## config.mk

```make
export PLATFORM = sky130hd
export DESIGN_NAME = drs_top
export DESIGN_NICKNAME = d
export VERILOG_FILES = /design/src/include/drs_pkg.sv /design/src/include/drs_ch_if.sv /design/src/hdl/drs_sampler.sv /design/src/hdl/drs_top.sv
export VERILOG_INCLUDE_DIRS = /design/src /design/src/include
export SDC_FILE = /design/constraint.sdc
export NUM_CORES = 1
export LEC_CHECK = 0
export BUFFER_PORTS_ARGS = -buffer_cell sky130_fd_sc_hd__buf_2
export CAP_MARGIN = 20
export CORE_MARGIN = 3
export CORE_UTILIZATION = 40
export DETAILED_ROUTE_END_ITERATION = 7
export GPL_TIMING_DRIVEN = 0
export SYNTH_ARGS = -nofsm -noshare
export SYNTH_HDL_FRONTEND = slang
export SYNTH_SLANG_ARGS = --single-unit
```

## constraint.sdc

```tcl
create_clock -name clk -period 13.45 [get_ports clk]
set_input_delay 3.3625 -clock clk [delete_from_list [all_inputs] [get_ports clk]]
set_output_delay 3.3625 -clock clk [all_outputs]
set_load 0.02 [all_outputs]
```

## src/include/drs_cfg.svh

```systemverilog
// register map, field positions and timing counts of the dma request block
// assumes byte addresses on an 8-bit register port with 32-bit data
`ifndef DRS_CFG_SVH
`define DRS_CFG_SVH
`define ADDR_W 8
`define CH_STRIDE 8'h10
`define SRC_OFF 8'h00
`define DST_OFF 8'h04
`define CNT_OFF 8'h08
`define CTRL_OFF 8'h0c
`define OPC_ADDR 8'h40
`define WAITD_ADDR 8'h44
`define WAITS_ADDR 8'h48
`define C_EN 0
`define C_TE 1
`define C_IE 2
`define C_BURST 3
`define C_EDGE 4
`define C_DUAL 5
`define C_ACKW 6
`define C_WORD 7
`define C_SINC 8
`define C_DINC 9
`define O_ME 0
`define O_NMI 1
`define O_AE 2
`define WAIT_W 4
`define WAIT_RST 4'h0
`define LEAD_LOAD 2'h1
`define RESAMPLE_STATE 2'h3
`define STEP_BYTE 32'h1
`define STEP_WORD 32'h2
`endif

```

## src/include/drs_pkg.sv

```systemverilog
// state types shared by the request engine and the per-channel sampler
// assumes nothing beyond a systemverilog compiler
package drs_pkg;
	typedef enum logic [2:0] {
		DRS_IDLE = 3'h0, DRS_LEAD = 3'h1, DRS_READ = 3'h2, DRS_WRITE = 3'h3, DRS_SINGLE = 3'h4
	} drs_eng_t;
	typedef enum logic [2:0] {
		DRS_EVERY = 3'h0, DRS_HOLD = 3'h1, DRS_SECOND = 3'h2, DRS_RUN = 3'h3, DRS_POINT = 3'h4
	} drs_smp_t;
endpackage
```

## src/include/drs_ch_if.sv

```systemverilog
// channel link between the transfer engine and one request sampler
// assumes both ends on the same clock
`timescale 1ns/1ps
`default_nettype none
interface drs_ch_if;
	logic pin_n;
	logic armed;
	logic burst;
	logic edge_m;
	logic dual;
	logic ack_state;
	logic resample_pt;
	logic cycle_end;
	logic read_start;
	logic take;
	logic burst_done;
	logic pending;
	modport eng(output pin_n, armed, burst, edge_m, dual, ack_state, resample_pt, cycle_end,
		read_start, take, burst_done, input pending);
	modport smp(input pin_n, armed, burst, edge_m, dual, ack_state, resample_pt, cycle_end,
		read_start, take, burst_done, output pending);
endinterface
`default_nettype wire

```

## src/hdl/drs_sampler.sv

```systemverilog
// request sampler for one channel: synchroniser, edge catch and sampling phases
// assumes engine events arrive as one-cycle pulses on the channel link
`timescale 1ns/1ps
`default_nettype none
module drs_sampler (
	input wire logic clk,
	input wire logic rst_n,
	drs_ch_if.smp ch
);
	logic s1, s2, s3, edge_seen, hit, sample, pt;
	drs_pkg::drs_smp_t phase;

	// two-stage synchroniser, s3 only feeds the edge compare
	always_ff @(posedge clk or negedge rst_n) begin
		if (!rst_n) begin
			s1 <= 1'b1;
			s2 <= 1'b1;
			s3 <= 1'b1;
		end else begin
			s1 <= ch.pin_n; // see [RULE19]
			s2 <= s1;
			s3 <= s2;
		end
	end

	// when the pin is looked at depends on phase
	always_comb begin
		pt = ch.dual ? ch.read_start : ch.cycle_end; // see [RULE8] see [RULE9]
		case (phase)
			drs_pkg::DRS_EVERY: sample = 1'b1; // see [RULE7]
			drs_pkg::DRS_HOLD: sample = ch.resample_pt; // see [RULE4]
			drs_pkg::DRS_SECOND: sample = ch.ack_state; // see [RULE5]
			// a miss counts at once so the engine sees it at this cycle end
			drs_pkg::DRS_POINT: sample = pt | (s2 & ~ch.edge_m); // see [RULE17]
			default: sample = 1'b0; // see [RULE6]
		endcase
		hit = ch.edge_m ? edge_seen : ~s2; // see [RULE3]
	end

	// a caught edge is spent once sampled; a new edge wins over the spend
	always_ff @(posedge clk or negedge rst_n) begin
		if (!rst_n) edge_seen <= 1'b0;
		// only edges seen in edge mode count, so a level run leaves no stale edge
		else edge_seen <= (s3 & ~s2 & ch.edge_m & ch.armed)
			| (edge_seen & ~(sample & ch.edge_m)); // see [RULE3]
	end

	// phase walk and pending request
	always_ff @(posedge clk or negedge rst_n) begin
		if (!rst_n) begin
			phase <= drs_pkg::DRS_EVERY;
			ch.pending <= 1'b0;
		end else if (!ch.armed || ch.burst_done) begin
			phase <= drs_pkg::DRS_EVERY;
			ch.pending <= 1'b0;
		end else if (sample && hit) begin
			ch.pending <= 1'b1;
			if (phase == drs_pkg::DRS_EVERY)
				phase <= !ch.burst ? drs_pkg::DRS_HOLD : (ch.edge_m ? drs_pkg::DRS_RUN : drs_pkg::DRS_POINT);
			else if (phase == drs_pkg::DRS_SECOND)
				phase <= drs_pkg::DRS_HOLD;
		end else begin
			if (ch.take && !ch.burst) ch.pending <= 1'b0;
			if (sample) begin
				case (phase)
					drs_pkg::DRS_HOLD: phase <= drs_pkg::DRS_SECOND; // see [RULE5]
					drs_pkg::DRS_SECOND: phase <= drs_pkg::DRS_EVERY; // see [RULE5]
					drs_pkg::DRS_POINT: begin
						phase <= drs_pkg::DRS_EVERY; // see [RULE9] see [RULE17]
						ch.pending <= 1'b0;
					end
					default: phase <= phase;
				endcase
			end
		end
	end

	run_hold_a: assert property (@(posedge clk) disable iff (!rst_n) // see [RULE6]
		phase == drs_pkg::DRS_RUN && ch.armed && !ch.burst_done |=> ch.pending)
		else $error("burst edge request dropped before end");
	second_try_a: assert property (@(posedge clk) disable iff (!rst_n) // see [RULE5]
		phase == drs_pkg::DRS_HOLD && ch.armed && !ch.burst_done && ch.resample_pt && !hit
		|=> phase == drs_pkg::DRS_SECOND) else $error("missed resample did not move on");
	point_miss_a: assert property (@(posedge clk) disable iff (!rst_n) // see [RULE9]
		phase == drs_pkg::DRS_POINT && pt && !hit && ch.armed && !ch.burst_done
		|=> phase == drs_pkg::DRS_EVERY && !ch.pending) else $error("burst level miss kept request");
	second_c: cover property (@(posedge clk) disable iff (!rst_n) phase == drs_pkg::DRS_SECOND);
	run_c: cover property (@(posedge clk) disable iff (!rst_n) phase == drs_pkg::DRS_RUN);
endmodule // drs_sampler
`default_nettype wire

```

## src/hdl/drs_top.sv

```systemverilog
// dma request sampling and transfer end control, register port and engine
// assumes strobes synchronous to clk, one-cycle nmi and address error pulses
//
// The address-and-strobe port and the register addresses were chosen for this implementation.
`timescale 1ns/1ps
`default_nettype none
`include "drs_cfg.svh"

// Summary of operation
// [RULE1] bus cycle lengths come from dual or single wait registers
// [RULE2] request sampled before clock rise, cycle starts two states later at earliest
// [RULE3] cycle steal: same sampling for edge and level; edge sampled once
// [RULE4] cycle steal: hold sampling, resample third state after pre-ack cycle
// [RULE5] cycle steal: on miss, sample at next ack state, then every state
// [RULE6] burst edge: keep transferring until end, pin ignored meanwhile
// [RULE7] burst edge: after finish, sample every state until end flag cleared
// [RULE8] burst level single: resample at end of each cpu or dma cycle
// [RULE9] burst level dual: resample at read start; miss means every state
// [RULE10] count reaching zero sets end flag and interrupt if enabled
// [RULE11] clearing channel enable stops channel, end flag untouched
// [RULE12] nmi or address error sets flag, stops all, no end flag
// [RULE13] software clears the flag then re-enables channels to resume
// [RULE14] dual read address error finishes paired write and updates registers
// [RULE15] clearing master enable aborts all at end of current cycle
// [RULE16] bus mode field picks burst or cycle steal per channel
// [RULE17] burst level: pin high releases bus after current cycle
// [RULE18] nmi flag sets even with no channel active
// [RULE19] request pin synchronised through two stages before use
// [RULE20] end flag sticky until cleared and blocks the channel
module drs_top #(
	parameter int NUM_CH = 4,
	parameter int CNT_W = 16
) (
	input wire logic clk,
	input wire logic rst_b,
	input wire logic [`ADDR_W-1:0] reg_addr,
	input wire logic [31:0] reg_wdata,
	input wire logic reg_wr,
	input wire logic reg_rd,
	output logic [31:0] reg_rdata,
	input wire logic [NUM_CH-1:0] request_pin_n,
	input wire logic nmi_event,
	input wire logic addr_error_event,
	input wire logic cpu_cycle_end,
	output logic [NUM_CH-1:0] acknowledge_strobe,
	output logic transfer_end_irq,
	output logic dma_busy,
	output logic dma_read,
	output logic dma_write
);
	localparam int CH_W = (NUM_CH > 1) ? $clog2(NUM_CH) : 1;

	// the map leaves room for four channels below the global registers
	if (NUM_CH < 1 || NUM_CH > 4 || CNT_W < 2 || CNT_W > 32) begin : g_bad_param
		$error("drs_top: NUM_CH must be 1..4 and CNT_W 2..32");
	end

	logic rst_q1, rst_n;
	logic [NUM_CH-1:0] en, te, ie, burst, edge_m, dual, ackw, word, sinc, dinc, pend, ready;
	logic [31:0] src [NUM_CH];
	logic [31:0] dst [NUM_CH];
	logic [CNT_W-1:0] cnt [NUM_CH];
	logic me, nmi_f, ae_f, ae_keep, fin_write, stop, last_unit;
	logic unit_done, end_burst, take, rs_start, dma_cyc_end;
	logic [`WAIT_W-1:0] wait_dual, wait_single, wcnt, next_wcnt, cyc_load;
	logic [1:0] rcnt;
	logic [CH_W-1:0] cur, next_cur;
	drs_pkg::drs_eng_t state, next_state, prev_state;

	function automatic logic at(input logic [`ADDR_W-1:0] a, input int i,
		input logic [`ADDR_W-1:0] off);
		return a == (`ADDR_W'(i * `CH_STRIDE) + off);
	endfunction

	function automatic logic [CH_W-1:0] first_set(input logic [NUM_CH-1:0] v);
		logic [CH_W-1:0] idx;
		idx = '0;
		for (int i = NUM_CH - 1; i >= 0; i--)
			if (v[i]) idx = CH_W'(i);
		return idx;
	endfunction

	// reset released through two flops, asserted at once
	always_ff @(posedge clk or negedge rst_b) begin
		if (!rst_b) begin
			rst_q1 <= 1'b0;
			rst_n <= 1'b0;
		end else begin
			rst_q1 <= 1'b1;
			rst_n <= rst_q1;
		end
	end

	// one sampler per channel, joined over the channel link
	drs_ch_if chi[NUM_CH] ();
	for (genvar g = 0; g < NUM_CH; g++) begin : g_ch
		assign chi[g].pin_n = request_pin_n[g];
		assign chi[g].armed = en[g] & me;
		assign chi[g].burst = burst[g]; // see [RULE16]
		assign chi[g].edge_m = edge_m[g];
		assign chi[g].dual = dual[g];
		assign chi[g].ack_state = acknowledge_strobe[g];
		assign chi[g].resample_pt = (rcnt == `RESAMPLE_STATE) && (cur == CH_W'(g)); // see [RULE4]
		assign chi[g].cycle_end = cpu_cycle_end | dma_cyc_end; // see [RULE8]
		assign chi[g].read_start = (state == drs_pkg::DRS_READ) && (prev_state != drs_pkg::DRS_READ)
			&& (cur == CH_W'(g)); // see [RULE9]
		assign chi[g].take = take && (next_cur == CH_W'(g));
		assign chi[g].burst_done = end_burst && (cur == CH_W'(g));
		assign pend[g] = chi[g].pending;
		drs_sampler u_smp (
			.clk(clk),
			.rst_n(rst_n),
			.ch(chi[g])
		);
	end

	// a channel may start only with everything clear
	always_comb begin
		for (int i = 0; i < NUM_CH; i++)
			ready[i] = en[i] & ~te[i] & pend[i] & me & ~nmi_f & ~ae_f // see [RULE20] see [RULE12]
				& (cnt[i] != '0);
	end

	// stop terms and the cycle length of the channel in hand
	always_comb begin
		stop = ~me | nmi_f | ae_f | ~en[cur]; // see [RULE11] see [RULE15]
		fin_write = ae_keep | ((state == drs_pkg::DRS_READ) & addr_error_event); // see [RULE14]
		last_unit = cnt[cur] == CNT_W'(1);
		dma_cyc_end = (state == drs_pkg::DRS_READ || state == drs_pkg::DRS_WRITE
			|| state == drs_pkg::DRS_SINGLE) && (wcnt == '0);
		cyc_load = dual[cur] ? wait_dual : wait_single; // see [RULE1]
	end

	// engine next state: lead states, then read and write or a single cycle
	always_comb begin
		next_state = state;
		next_cur = cur;
		next_wcnt = (wcnt == '0) ? wcnt : wcnt - `WAIT_W'(1);
		unit_done = 1'b0;
		take = 1'b0;
		case (state)
			drs_pkg::DRS_IDLE: begin
				if (|ready) begin
					next_cur = first_set(ready);
					next_state = drs_pkg::DRS_LEAD;
					next_wcnt = `WAIT_W'(`LEAD_LOAD); // see [RULE2]
					take = 1'b1;
				end
			end
			drs_pkg::DRS_LEAD: begin
				if (stop) begin
					next_state = drs_pkg::DRS_IDLE;
				end else if (wcnt == '0) begin
					next_state = dual[cur] ? drs_pkg::DRS_READ : drs_pkg::DRS_SINGLE;
					next_wcnt = cyc_load;
				end
			end
			drs_pkg::DRS_READ: begin
				if (wcnt == '0) begin
					if (stop && !fin_write) begin
						next_state = drs_pkg::DRS_IDLE; // see [RULE12] see [RULE15]
					end else begin
						next_state = drs_pkg::DRS_WRITE; // see [RULE14]
						next_wcnt = wait_dual; // see [RULE1]
					end
				end
			end
			drs_pkg::DRS_WRITE, drs_pkg::DRS_SINGLE: begin
				if (wcnt == '0) begin
					unit_done = 1'b1;
					if (burst[cur] && !stop && !fin_write && !last_unit && !addr_error_event
						&& pend[cur]) begin // see [RULE6] see [RULE17]
						next_state = dual[cur] ? drs_pkg::DRS_READ : drs_pkg::DRS_SINGLE;
						next_wcnt = cyc_load;
					end else begin
						next_state = drs_pkg::DRS_IDLE;
					end
				end
			end
			default: next_state = drs_pkg::DRS_IDLE;
		endcase
		end_burst = (state != drs_pkg::DRS_IDLE) && (next_state == drs_pkg::DRS_IDLE) && burst[cur];
		rs_start = ((state == drs_pkg::DRS_IDLE) && (next_state == drs_pkg::DRS_LEAD)
			&& !(dual[next_cur] && ackw[next_cur]))
			|| ((state == drs_pkg::DRS_READ) && (next_state == drs_pkg::DRS_WRITE) && ackw[cur]);
	end

	// engine registers
	always_ff @(posedge clk or negedge rst_n) begin
		if (!rst_n) begin
			state <= drs_pkg::DRS_IDLE;
			prev_state <= drs_pkg::DRS_IDLE;
			cur <= '0;
			wcnt <= '0;
			ae_keep <= 1'b0;
		end else begin
			state <= next_state;
			prev_state <= state;
			cur <= next_cur;
			wcnt <= next_wcnt;
			// a read that faulted still owes its write
			ae_keep <= (next_state != drs_pkg::DRS_IDLE) && fin_write;
		end
	end

	// counts states from the end of the cycle before the acknowledged one
	always_ff @(posedge clk or negedge rst_n) begin
		if (!rst_n) rcnt <= '0;
		else if (rs_start) rcnt <= 2'h1; // see [RULE4]
		else if (rcnt != '0 && rcnt != `RESAMPLE_STATE) rcnt <= rcnt + 2'h1;
		else rcnt <= '0;
	end

	// channel control bits; end flag set by hardware wins over a software clear
	always_ff @(posedge clk or negedge rst_n) begin
		if (!rst_n) begin
			{en, ie, burst, edge_m, dual, ackw, word, sinc, dinc, te} <= '0;
		end else begin
			for (int i = 0; i < NUM_CH; i++) begin
				if (reg_wr && at(reg_addr, i, `CTRL_OFF)) begin
					en[i] <= reg_wdata[`C_EN]; // see [RULE13]
					ie[i] <= reg_wdata[`C_IE];
					burst[i] <= reg_wdata[`C_BURST]; // see [RULE16]
					edge_m[i] <= reg_wdata[`C_EDGE];
					dual[i] <= reg_wdata[`C_DUAL];
					ackw[i] <= reg_wdata[`C_ACKW];
					word[i] <= reg_wdata[`C_WORD];
					sinc[i] <= reg_wdata[`C_SINC];
					dinc[i] <= reg_wdata[`C_DINC];
				end
				te[i] <= (unit_done && last_unit && cur == CH_W'(i)) // see [RULE10] see [RULE20]
					| (te[i] & ~(reg_wr && at(reg_addr, i, `CTRL_OFF) && !reg_wdata[`C_TE]));
			end
		end
	end

	// addresses and count move only when a whole unit completes
	always_ff @(posedge clk or negedge rst_n) begin
		if (!rst_n) begin
			for (int i = 0; i < NUM_CH; i++) begin
				src[i] <= '0;
				dst[i] <= '0;
				cnt[i] <= '0;
			end
		end else begin
			for (int i = 0; i < NUM_CH; i++) begin
				if (unit_done && cur == CH_W'(i)) begin // see [RULE12] see [RULE14]
					if (sinc[i]) src[i] <= src[i] + (word[i] ? `STEP_WORD : `STEP_BYTE);
					if (dinc[i]) dst[i] <= dst[i] + (word[i] ? `STEP_WORD : `STEP_BYTE);
					cnt[i] <= cnt[i] - CNT_W'(1);
				end else begin
					if (reg_wr && at(reg_addr, i, `SRC_OFF)) src[i] <= reg_wdata;
					if (reg_wr && at(reg_addr, i, `DST_OFF)) dst[i] <= reg_wdata;
					if (reg_wr && at(reg_addr, i, `CNT_OFF)) cnt[i] <= reg_wdata[CNT_W-1:0];
				end
			end
		end
	end

	// global control; events always set their flags, even with all channels idle
	always_ff @(posedge clk or negedge rst_n) begin
		if (!rst_n) begin
			me <= 1'b0;
			nmi_f <= 1'b0;
			ae_f <= 1'b0;
			wait_dual <= `WAIT_RST;
			wait_single <= `WAIT_RST;
		end else begin
			if (reg_wr && reg_addr == `OPC_ADDR) me <= reg_wdata[`O_ME]; // see [RULE15]
			nmi_f <= nmi_event // see [RULE18] see [RULE12]
				| (nmi_f & ~(reg_wr && reg_addr == `OPC_ADDR && !reg_wdata[`O_NMI]));
			ae_f <= addr_error_event // see [RULE12]
				| (ae_f & ~(reg_wr && reg_addr == `OPC_ADDR && !reg_wdata[`O_AE]));
			if (reg_wr && reg_addr == `WAITD_ADDR) wait_dual <= reg_wdata[`WAIT_W-1:0];
			if (reg_wr && reg_addr == `WAITS_ADDR) wait_single <= reg_wdata[`WAIT_W-1:0];
		end
	end

	// read data for one cycle after the strobe, zero otherwise and when unmapped
	always_ff @(posedge clk or negedge rst_n) begin
		if (!rst_n) begin
			reg_rdata <= '0;
		end else begin
			reg_rdata <= '0;
			if (reg_rd) begin
				for (int i = 0; i < NUM_CH; i++) begin
					if (at(reg_addr, i, `SRC_OFF)) reg_rdata <= src[i];
					if (at(reg_addr, i, `DST_OFF)) reg_rdata <= dst[i];
					if (at(reg_addr, i, `CNT_OFF)) reg_rdata <= 32'(cnt[i]);
					if (at(reg_addr, i, `CTRL_OFF))
						reg_rdata <= {22'h0, dinc[i], sinc[i], word[i], ackw[i], dual[i],
							edge_m[i], burst[i], ie[i], te[i], en[i]};
				end
				if (reg_addr == `OPC_ADDR) reg_rdata <= {29'h0, ae_f, nmi_f, me};
				if (reg_addr == `WAITD_ADDR) reg_rdata <= 32'(wait_dual);
				if (reg_addr == `WAITS_ADDR) reg_rdata <= 32'(wait_single);
			end
		end
	end

	// pin-side outputs registered from the next engine state, the interrupt from the end flags
	always_ff @(posedge clk or negedge rst_n) begin
		if (!rst_n) begin
			acknowledge_strobe <= '0;
			transfer_end_irq <= 1'b0;
			dma_busy <= 1'b0;
			dma_read <= 1'b0;
			dma_write <= 1'b0;
		end else begin
			acknowledge_strobe <= ((next_state == drs_pkg::DRS_SINGLE)
				|| (next_state == drs_pkg::DRS_READ && !ackw[next_cur])
				|| (next_state == drs_pkg::DRS_WRITE && ackw[next_cur]))
				? NUM_CH'(1) << next_cur : '0;
			transfer_end_irq <= |(te & ie); // see [RULE10]
			dma_busy <= next_state != drs_pkg::DRS_IDLE;
			dma_read <= next_state == drs_pkg::DRS_READ;
			dma_write <= next_state == drs_pkg::DRS_WRITE || next_state == drs_pkg::DRS_SINGLE;
		end
	end

	lead_gap_a: assert property (@(posedge clk) disable iff (!rst_n) // see [RULE2]
		state == drs_pkg::DRS_IDLE && next_state == drs_pkg::DRS_LEAD
		|=> (state == drs_pkg::DRS_LEAD) [*2]) else $error("lead shorter than two states");
	wait_len_a: assert property (@(posedge clk) disable iff (!rst_n) // see [RULE1]
		state == drs_pkg::DRS_LEAD && next_state == drs_pkg::DRS_SINGLE
		|=> wcnt == wait_single) else $error("single cycle length not from its wait register");
	te_cause_a: assert property (@(posedge clk) disable iff (!rst_n) // see [RULE11]
		|(te & ~$past(te)) |-> $past(unit_done && last_unit)) else $error("end flag set without last unit");
	te_set_a: assert property (@(posedge clk) disable iff (!rst_n) // see [RULE10]
		unit_done && last_unit |=> |(te & ~$past(te))) else $error("end flag not set on last unit");
	irq_a: assert property (@(posedge clk) disable iff (!rst_n) // see [RULE10]
		|(te & ie) |=> transfer_end_irq) else $error("end interrupt missing");
	nmi_halt_a: assert property (@(posedge clk) disable iff (!rst_n) // see [RULE12]
		nmi_event |-> ##[1:40] state == drs_pkg::DRS_IDLE) else $error("nmi did not halt engine");
	me_abort_a: assert property (@(posedge clk) disable iff (!rst_n) // see [RULE15]
		!me && dma_cyc_end && !fin_write |=> state == drs_pkg::DRS_IDLE) else $error("no abort on master off");
	ae_finish_a: assert property (@(posedge clk) disable iff (!rst_n) // see [RULE14]
		state == drs_pkg::DRS_READ && wcnt == '0 && fin_write
		|=> state == drs_pkg::DRS_WRITE) else $error("faulted read lost its write");
	te_block_a: assert property (@(posedge clk) disable iff (!rst_n) // see [RULE20]
		state == drs_pkg::DRS_IDLE && next_state == drs_pkg::DRS_LEAD |-> !te[next_cur])
		else $error("channel started with end flag set");
	ae_fin_c: cover property (@(posedge clk) disable iff (!rst_n) ae_keep && unit_done);
	burst_c: cover property (@(posedge clk) disable iff (!rst_n)
		unit_done && next_state != drs_pkg::DRS_IDLE);
	te_c: cover property (@(posedge clk) disable iff (!rst_n) transfer_end_irq);
endmodule // drs_top
`default_nettype wire

```

==> qor.yml, run 1 <==
status:
  status: "finished, final reports clean"
place:
  dpl.hpwl_um: 102000
  globalplace.congestion: 0.984
  io_buffers: 79
  place_ws_ns: 6.38
die:
  rows: 98
  start_util_pct: 40.6
  fp.dieH_um: 276
  io_pins: 91
  die_area_mm2: 0.0760
  die_w_um: 276
  core_area_mm2: 0.0717
global_route:
  grt_start_max_net_pins: 67
  grt.overflow.total: 0
  use_met2_pct: 50.9
  antenna_found_initial: 5
  grt_use_total_pct: 35.0
  grt_pass1_wl_um: 198000
  met1_usage_pct: 47.8
  grt_pass1_vias: 29400
  use_met3_pct: 6.86
  grt-busiest-layer: "met2"
clocking:
  path_clk_slew_ns: 0.06
  postCtsSetupBuffers: 0
  cts.sinks: 460
  clock_path_buffers: 3
  cts_hold_buf: 0
  htree_levels: 2
  insertion_delay_ns: 0.65
  cts_tree: "built"
  cts_made_buffers: 56
  cts-root-buf: "clkbuf_16"
  cts_resized: 0
logic_synthesis:
  synth_edf_count: 0
  syn_nets: 3616
  ys_top_cells_by_count: "467 x a21oi_1, 448 x dfrtp_1, 362 x nor2_1"
  synth.area.top_cells: "dfrtp_1 39%, a21oi_1 8.0%, o21ai_0 4.9%, nor2_1 4.7%, nand2_1 4.5%"
  ys_ff_latch: 460
  synth_cells: 3534
  ys_types: 112
  synthFlopType: "dfrtp_1"
  synth-async-reset-ratio_pct: 100
  seq_area_frac_synth_pct: 39.6
  synth.most_common_cell: "a21oi_1"
  synth.avg_cell_area_um2: 8.23
  yosysWarnings: 0
  synth_top_area_cell: "dfrtp_1"
  yosysTopAreaCellShare_pct: 38.5
  synth_area_mm2: 0.0291
pwr:
  p_sw_w: 0.00103
  pwr-share-clk_pct: 46.6
  pwr_density_cell_mw_per_mm2: 111
  p_seq_share_pct: 43.6
  p_int_w: 0.00265
  ir_worst_vdd_mv: 0.0991
  p_leak_nw: 13.4
  switching_share_pct: 27.9
  p_comb_share_pct: 9.8
timing:
  slew_headroom_pct: 19.2
  fmax_mhz: 151
  worst_pin_slew_ns: 1.21
  hold_violations: 0
  setup_viol: 0
  finalWorstSetupSlack_ns: 6.81
  drv_slew: 0
  fin_crit_sh_pct: 49.4
  rsz0062_at_grt: "false"
  fin_crit_ns: 6.64
  finClkSkew_ns: 0.0293
  fin_setup_tns_ns: 0
route:
  routed_wirelength_um: 136000
  remaining_drc_errors: 0
  ant_nets: 0
  first_pass_iters: 6
  viasPerCell: 6.80
  routedWlPerCell_um: 28.9
  drtIter0Drc: 4781
  num_vias: 31900
worst_setup_path:
  path_max_fanout: 10
  critical_path_class: "in2reg"
  rr_worst_depth: 10
  end_kind: "register"
  crit_required_ns: 13.89
  arrival_ns: 7.08
  critPathLaunchType: "input pin"
finish:
  finalNetCount: 3771
  layout-drive-gt1-share_pct: 9.77
  area_delta_synth_final_pct: 13.9
flow_run:
  cap_violations: 0
min_path:
  hp-class: "reg2async"
[path summary, 6_finish.rpt]
check / start / endpoint / slack, ns
max: reg_addr[3] / reg_rdata[21]$_DFF_PN0_ / 6.81
min: rst_n$_DFF_PN0_ / src[91]$_DFFE_PN0P_ / 0.30
max reg2reg: wcnt[0]$_DFF_PN0_ / src[96]$_DFFE_PN0P_ / 8.15
min reg2reg: rst_n$_DFF_PN0_ / src[91]$_DFFE_PN0P_ / 0.30
max in group asynchronous: rst_b / rst_n$_DFF_PN0_ / 10.86
min in group clk: rst_q1$_DFF_PN0_ / rst_n$_DFF_PN0_ / 0.35
[sequential cells by signal, indices dropped and copies added, names as in the netlist, 12 cells and up]
name / flops
src: 128
dst: 128
g_ch.u_smp.phase: 12
reg_rdata: 32
cnt: 64
[metrics by stage]
stage	cell area, um^2	power, W	cells	hold slack, ns	utilization [%]
2_1_floorplan	29100	0.00180	3534	0.331	-
3_3_place_gp	30700	0.00196	4563	0.334	42.8
3_5_place_dp	31000	0.00197	4579	0.322	43.3
4_1_cts	33100	0.00367	4685	0.327	46.2
5_1_grt	33100	0.00379	4690	0.353	46.2
6_report	33100	0.00368	4693	0.304	46.2
[power by group through the flow]
stage | Combinational, W | Clock, W | Sequential (W)
floorplan | 0.000210 | 0 | 0.00159
global placement | 0.000309 | 0 | 0.00165
detailed placement | 0.000350 | 0 | 0.00162
CTS | 0.000352 | 0.00173 | 0.00160
global route | 0.000389 | 0.00179 | 0.00161
finish | 0.000359 | 0.00171 | 0.00160
[worst max-delay path, stage by stage]
cell and delay [ns]:
buf_2 0.13, clkbuf_1 0.46, clkbuf_1 0.67, clkbuf_1 0.67, nand3_1 0.46, nand2_1 0.54, clkbuf_1 0.57, a31oi_1 0.20
[per-layer routing]
layer,up-vias,wire length (um)
met5,-,0
met4,0,10400
met3,527,15100
met2,2271,56400
met1,15500,53700
li1,13600,-
[logic make-up after synthesis]
kind of cell               count (synthesis)  synth area share [%]
AOI/OAI and AO/OA                       1371                  29.8
other                                      1                0.0129
adders and majority gates                 31                  1.54
xor gates and xnor gates                  10                 0.301
buffers and inverters                    332                  4.66
DFF                                      460                  39.6
muxes                                     79                  3.26
and+or+nand+nor                         1250                  20.8
[layout make-up]
type | instances | area [um^2]
clock buffer | 80 | 1650
fill | 7145 | 38600
antenna | 6 | 15.0
inverter | 96 | 360
sequential | 460 | 11500
multi-input combinational | 2742 | 16200
tap | 950 | 1190
buffer | 236 | 995
timing repair buffer | 97 | 756
clock inverter | 26 | 420
[cell usage in the layout, fill, tap and decap left out, types with 57 or more instances in the layout]
master and count:
nand3_1 153, o22ai_1 83, nor3_1 74, nand2_1 346
o22a_1 66, a21oi_1 467, a31oi_1 78, clkbuf_1 182
and3_1 58, a22oi_1 57, inv_1 94, o21ai_0 285
nor2_1 362, buf_2 104, dfrtp_1 447
Power figures use the tool's default switching activity.
==> run 2, diff against run 1 <==
==> constraint.sdc (replaced) <==
create_clock -name clk -period 6.3 [get_ports clk]
set_input_delay 1.575 -clock clk [delete_from_list [all_inputs] [get_ports clk]]
set_output_delay 1.575 -clock clk [all_outputs]
set_load 0.02 [all_outputs]
==> run 2 against run 1 <==
- routed wire length is 0.81% lower
- sequential cell count stayed put
- sequential share of layout area grew 0.074 points
- clock skew is 0.0070 ns higher
- register-to-register slack worse by 7.1 ns
- largest power group unchanged
- sequential power increased by 110%
- largest cell class unchanged
- global-route usage shrank 0.48 points
- via count shrank 0.46%
==> qor.yml, run 2 (synthesis results as in run 1) <==
place:
  place_inst: 4574  # -0.11%
  dpl.hpwl_um: 99900  # -1.6%
  globalplace.congestion: 0.984  # about the same
  io_buffers: 79  # unchanged
  place_ws_ns: 1.03  # -5.36 ns
finish:
  area_delta_synth_final_pct: 13.6
  final_cell_mix: "467 x a21oi_1, 447 x dfrtp_1, 362 x nor2_1"
  multi_input_area_mm2: 0.0162  # unchanged
  stdcell_count: 4684  # -0.19%
  layout_commonest_cell: "a21oi_1"
  layout-drive-gt1-share_pct: 9.78  # +0.016 points
  fillCellCount: 7167  # +0.31%
  register_area_mm2: 0.0115  # unchanged
  reg_top3: "dst: 128 flops, src: 128 flops, cnt: 64 flops"
  finalNetCount: 3766  # -0.13%
worst_setup_path:
  critical_path_class: "reg2reg"
  arrival_ns: 5.78  # -1.30 ns
  crit_required_ns: 6.87  # -7.02 ns
  path_max_fanout: 10  # unchanged
  end_kind: "register"
  critPathLaunchType: "register"
timing:
  setup_viol: 0  # unchanged
  hold_violations: 0  # unchanged
  slew_headroom_pct: 15.0  # -4.2 points
  fmax_mhz: 192
  rsz0062_at_grt: "false"
  finalWorstSetupSlack_ns: 1.09  # -5.72 ns
  fin_crit_sh_pct: 82.7
  finClkSkew_ns: 0.0363  # +0.00701 ns
  fin_crit_ns: 5.21
  drv_slew: 0  # unchanged
  hold_ws_ns: 0.353  # +0.0489 ns
  worst_pin_slew_ns: 1.28  # +0.0631 ns
route:
  routed_wirelength_um: 134000  # -0.81%
  remaining_drc_errors: 0  # unchanged
  routedWlPerCell_um: 28.7  # -0.62%
  ant_nets: 0  # unchanged
  num_vias: 31800  # -0.46%
  viasPerCell: 6.78  # -0.27%
  drtIter0Drc: 4964  # +3.8%
  first_pass_iters: 7  # +1
clocking:
  insertion_delay_ns: 0.65  # about the same
  cts-root-buf: "clkbuf_16"
  cts_hold_buf: 0  # unchanged
  htree_levels: 2  # unchanged
  cts.sinks: 460  # unchanged
  cts_made_buffers: 56  # unchanged
  path_clk_slew_ns: 0.06  # about the same
  cts_tree: "built"
  postCtsSetupBuffers: 0  # unchanged
  clock_path_buffers: 3  # unchanged
  cts_resized: 0  # unchanged
global_route:
  grt_pass1_wl_um: 196000  # -1.4%
  grt.overflow.total: 0  # unchanged
  antenna_found_initial: 4  # -1
  grt_start_max_net_pins: 68  # +1.5%
  grt_use_total_pct: 34.5  # -0.48 points
  grt_pass1_vias: 29100  # -0.93%
status:
  status: "finished, final reports clean"
pwr:
  ir_worst_vdd_mv: 0.209  # +110%
  p_leak_nw: 13.4  # -0.31%
  pwr_density_cell_mw_per_mm2: 240  # +120%
min_path:
  hp-class: "reg2reg"
die:
  fp.dieH_um: 276  # unchanged
  rows: 98  # unchanged
  die_area_mm2: 0.0760  # unchanged
  die_w_um: 276  # unchanged
  start_util_pct: 40.6  # unchanged
  core_area_mm2: 0.0717  # unchanged
  io_pins: 91  # unchanged
flow_run:
  cap_violations: 0  # unchanged
==> run 2: through the flow <==
stage	TNS (ns)	area [um^2]	util (%)	total power, W
6_report	0	33100	46.1	0.00793
5_1_grt	0	33100	46.1	0.00815
4_1_cts	0	33000	46.1	0.00793
3_5_place_dp	0	30900	43.1	0.00420
3_3_place_gp	-107.23	30700	42.8	0.00417
2_1_floorplan	0	29100	-	0.00384
==> run 2: where the power goes <==
group	leakage [nW]	internal (W)	total, W	switching, W
sequential	5.94	0.00314	0.00342	0.000283
combinational	6.42	0.000275	0.000755	0.000480
clock	1.03	0.00228	0.00375	0.00147
==> run 2: layer usage <==
metal	vias up	track usage (%)	routed length [um]
li1	13600	-	-
met1	15400	47.2	52700
met2	2309	50.4	56500
met3	524	6.53	15200
met4	2	21.3	10100
met5	-	0	13
==> run 2: final cells by class <==
cell class                      count  area share, %
Clock inverter                     37           1.69
Clock buffer                       68           4.68
Inverter                           96           1.09
Antenna cell                        3         0.0227
Buffer                            236           3.01
Timing Repair Buffer               92           1.99
Sequential cell                   460           34.9
Tap cell                          950           3.59
Multi-Input combinational cell   2742           49.1
==> run 2: critical path, stage by stage (launching register included) <==
cell	delay, ns
dfrtp_1	0.44
inv_1	0.13
ha_1	0.21
nor3b_2	0.73
o21ai_1	0.60
nor3_1	0.89
clkbuf_1	0.50
clkbuf_1	0.56
clkbuf_1	0.69
o21ai_0	0.18
a21oi_1	0.20
==> run 2: final timing paths <==
check	from	to	slack (ns)	cells after the start
worst min-delay path	rst_q1$_DFF_PN0_	rst_n$_DFF_PN0_	0.35	0
worst max-delay path	wcnt[0]$_DFF_PN0_	dst[111]$_DFFE_PN0P_	1.09	10
worst min register to register	rst_q1$_DFF_PN0_	rst_n$_DFF_PN0_	0.35	0
min in group asynchronous	rst_n$_DFF_PN0_	src[92]$_DFFE_PN0P_	0.37	0
max in group asynchronous	rst_n$_DFF_PN0_	g_ch[2].u_smp.s2$_DFF_PN1_	4.41	3
worst max register to register	wcnt[0]$_DFF_PN0_	dst[111]$_DFFE_PN0P_	1.09	10
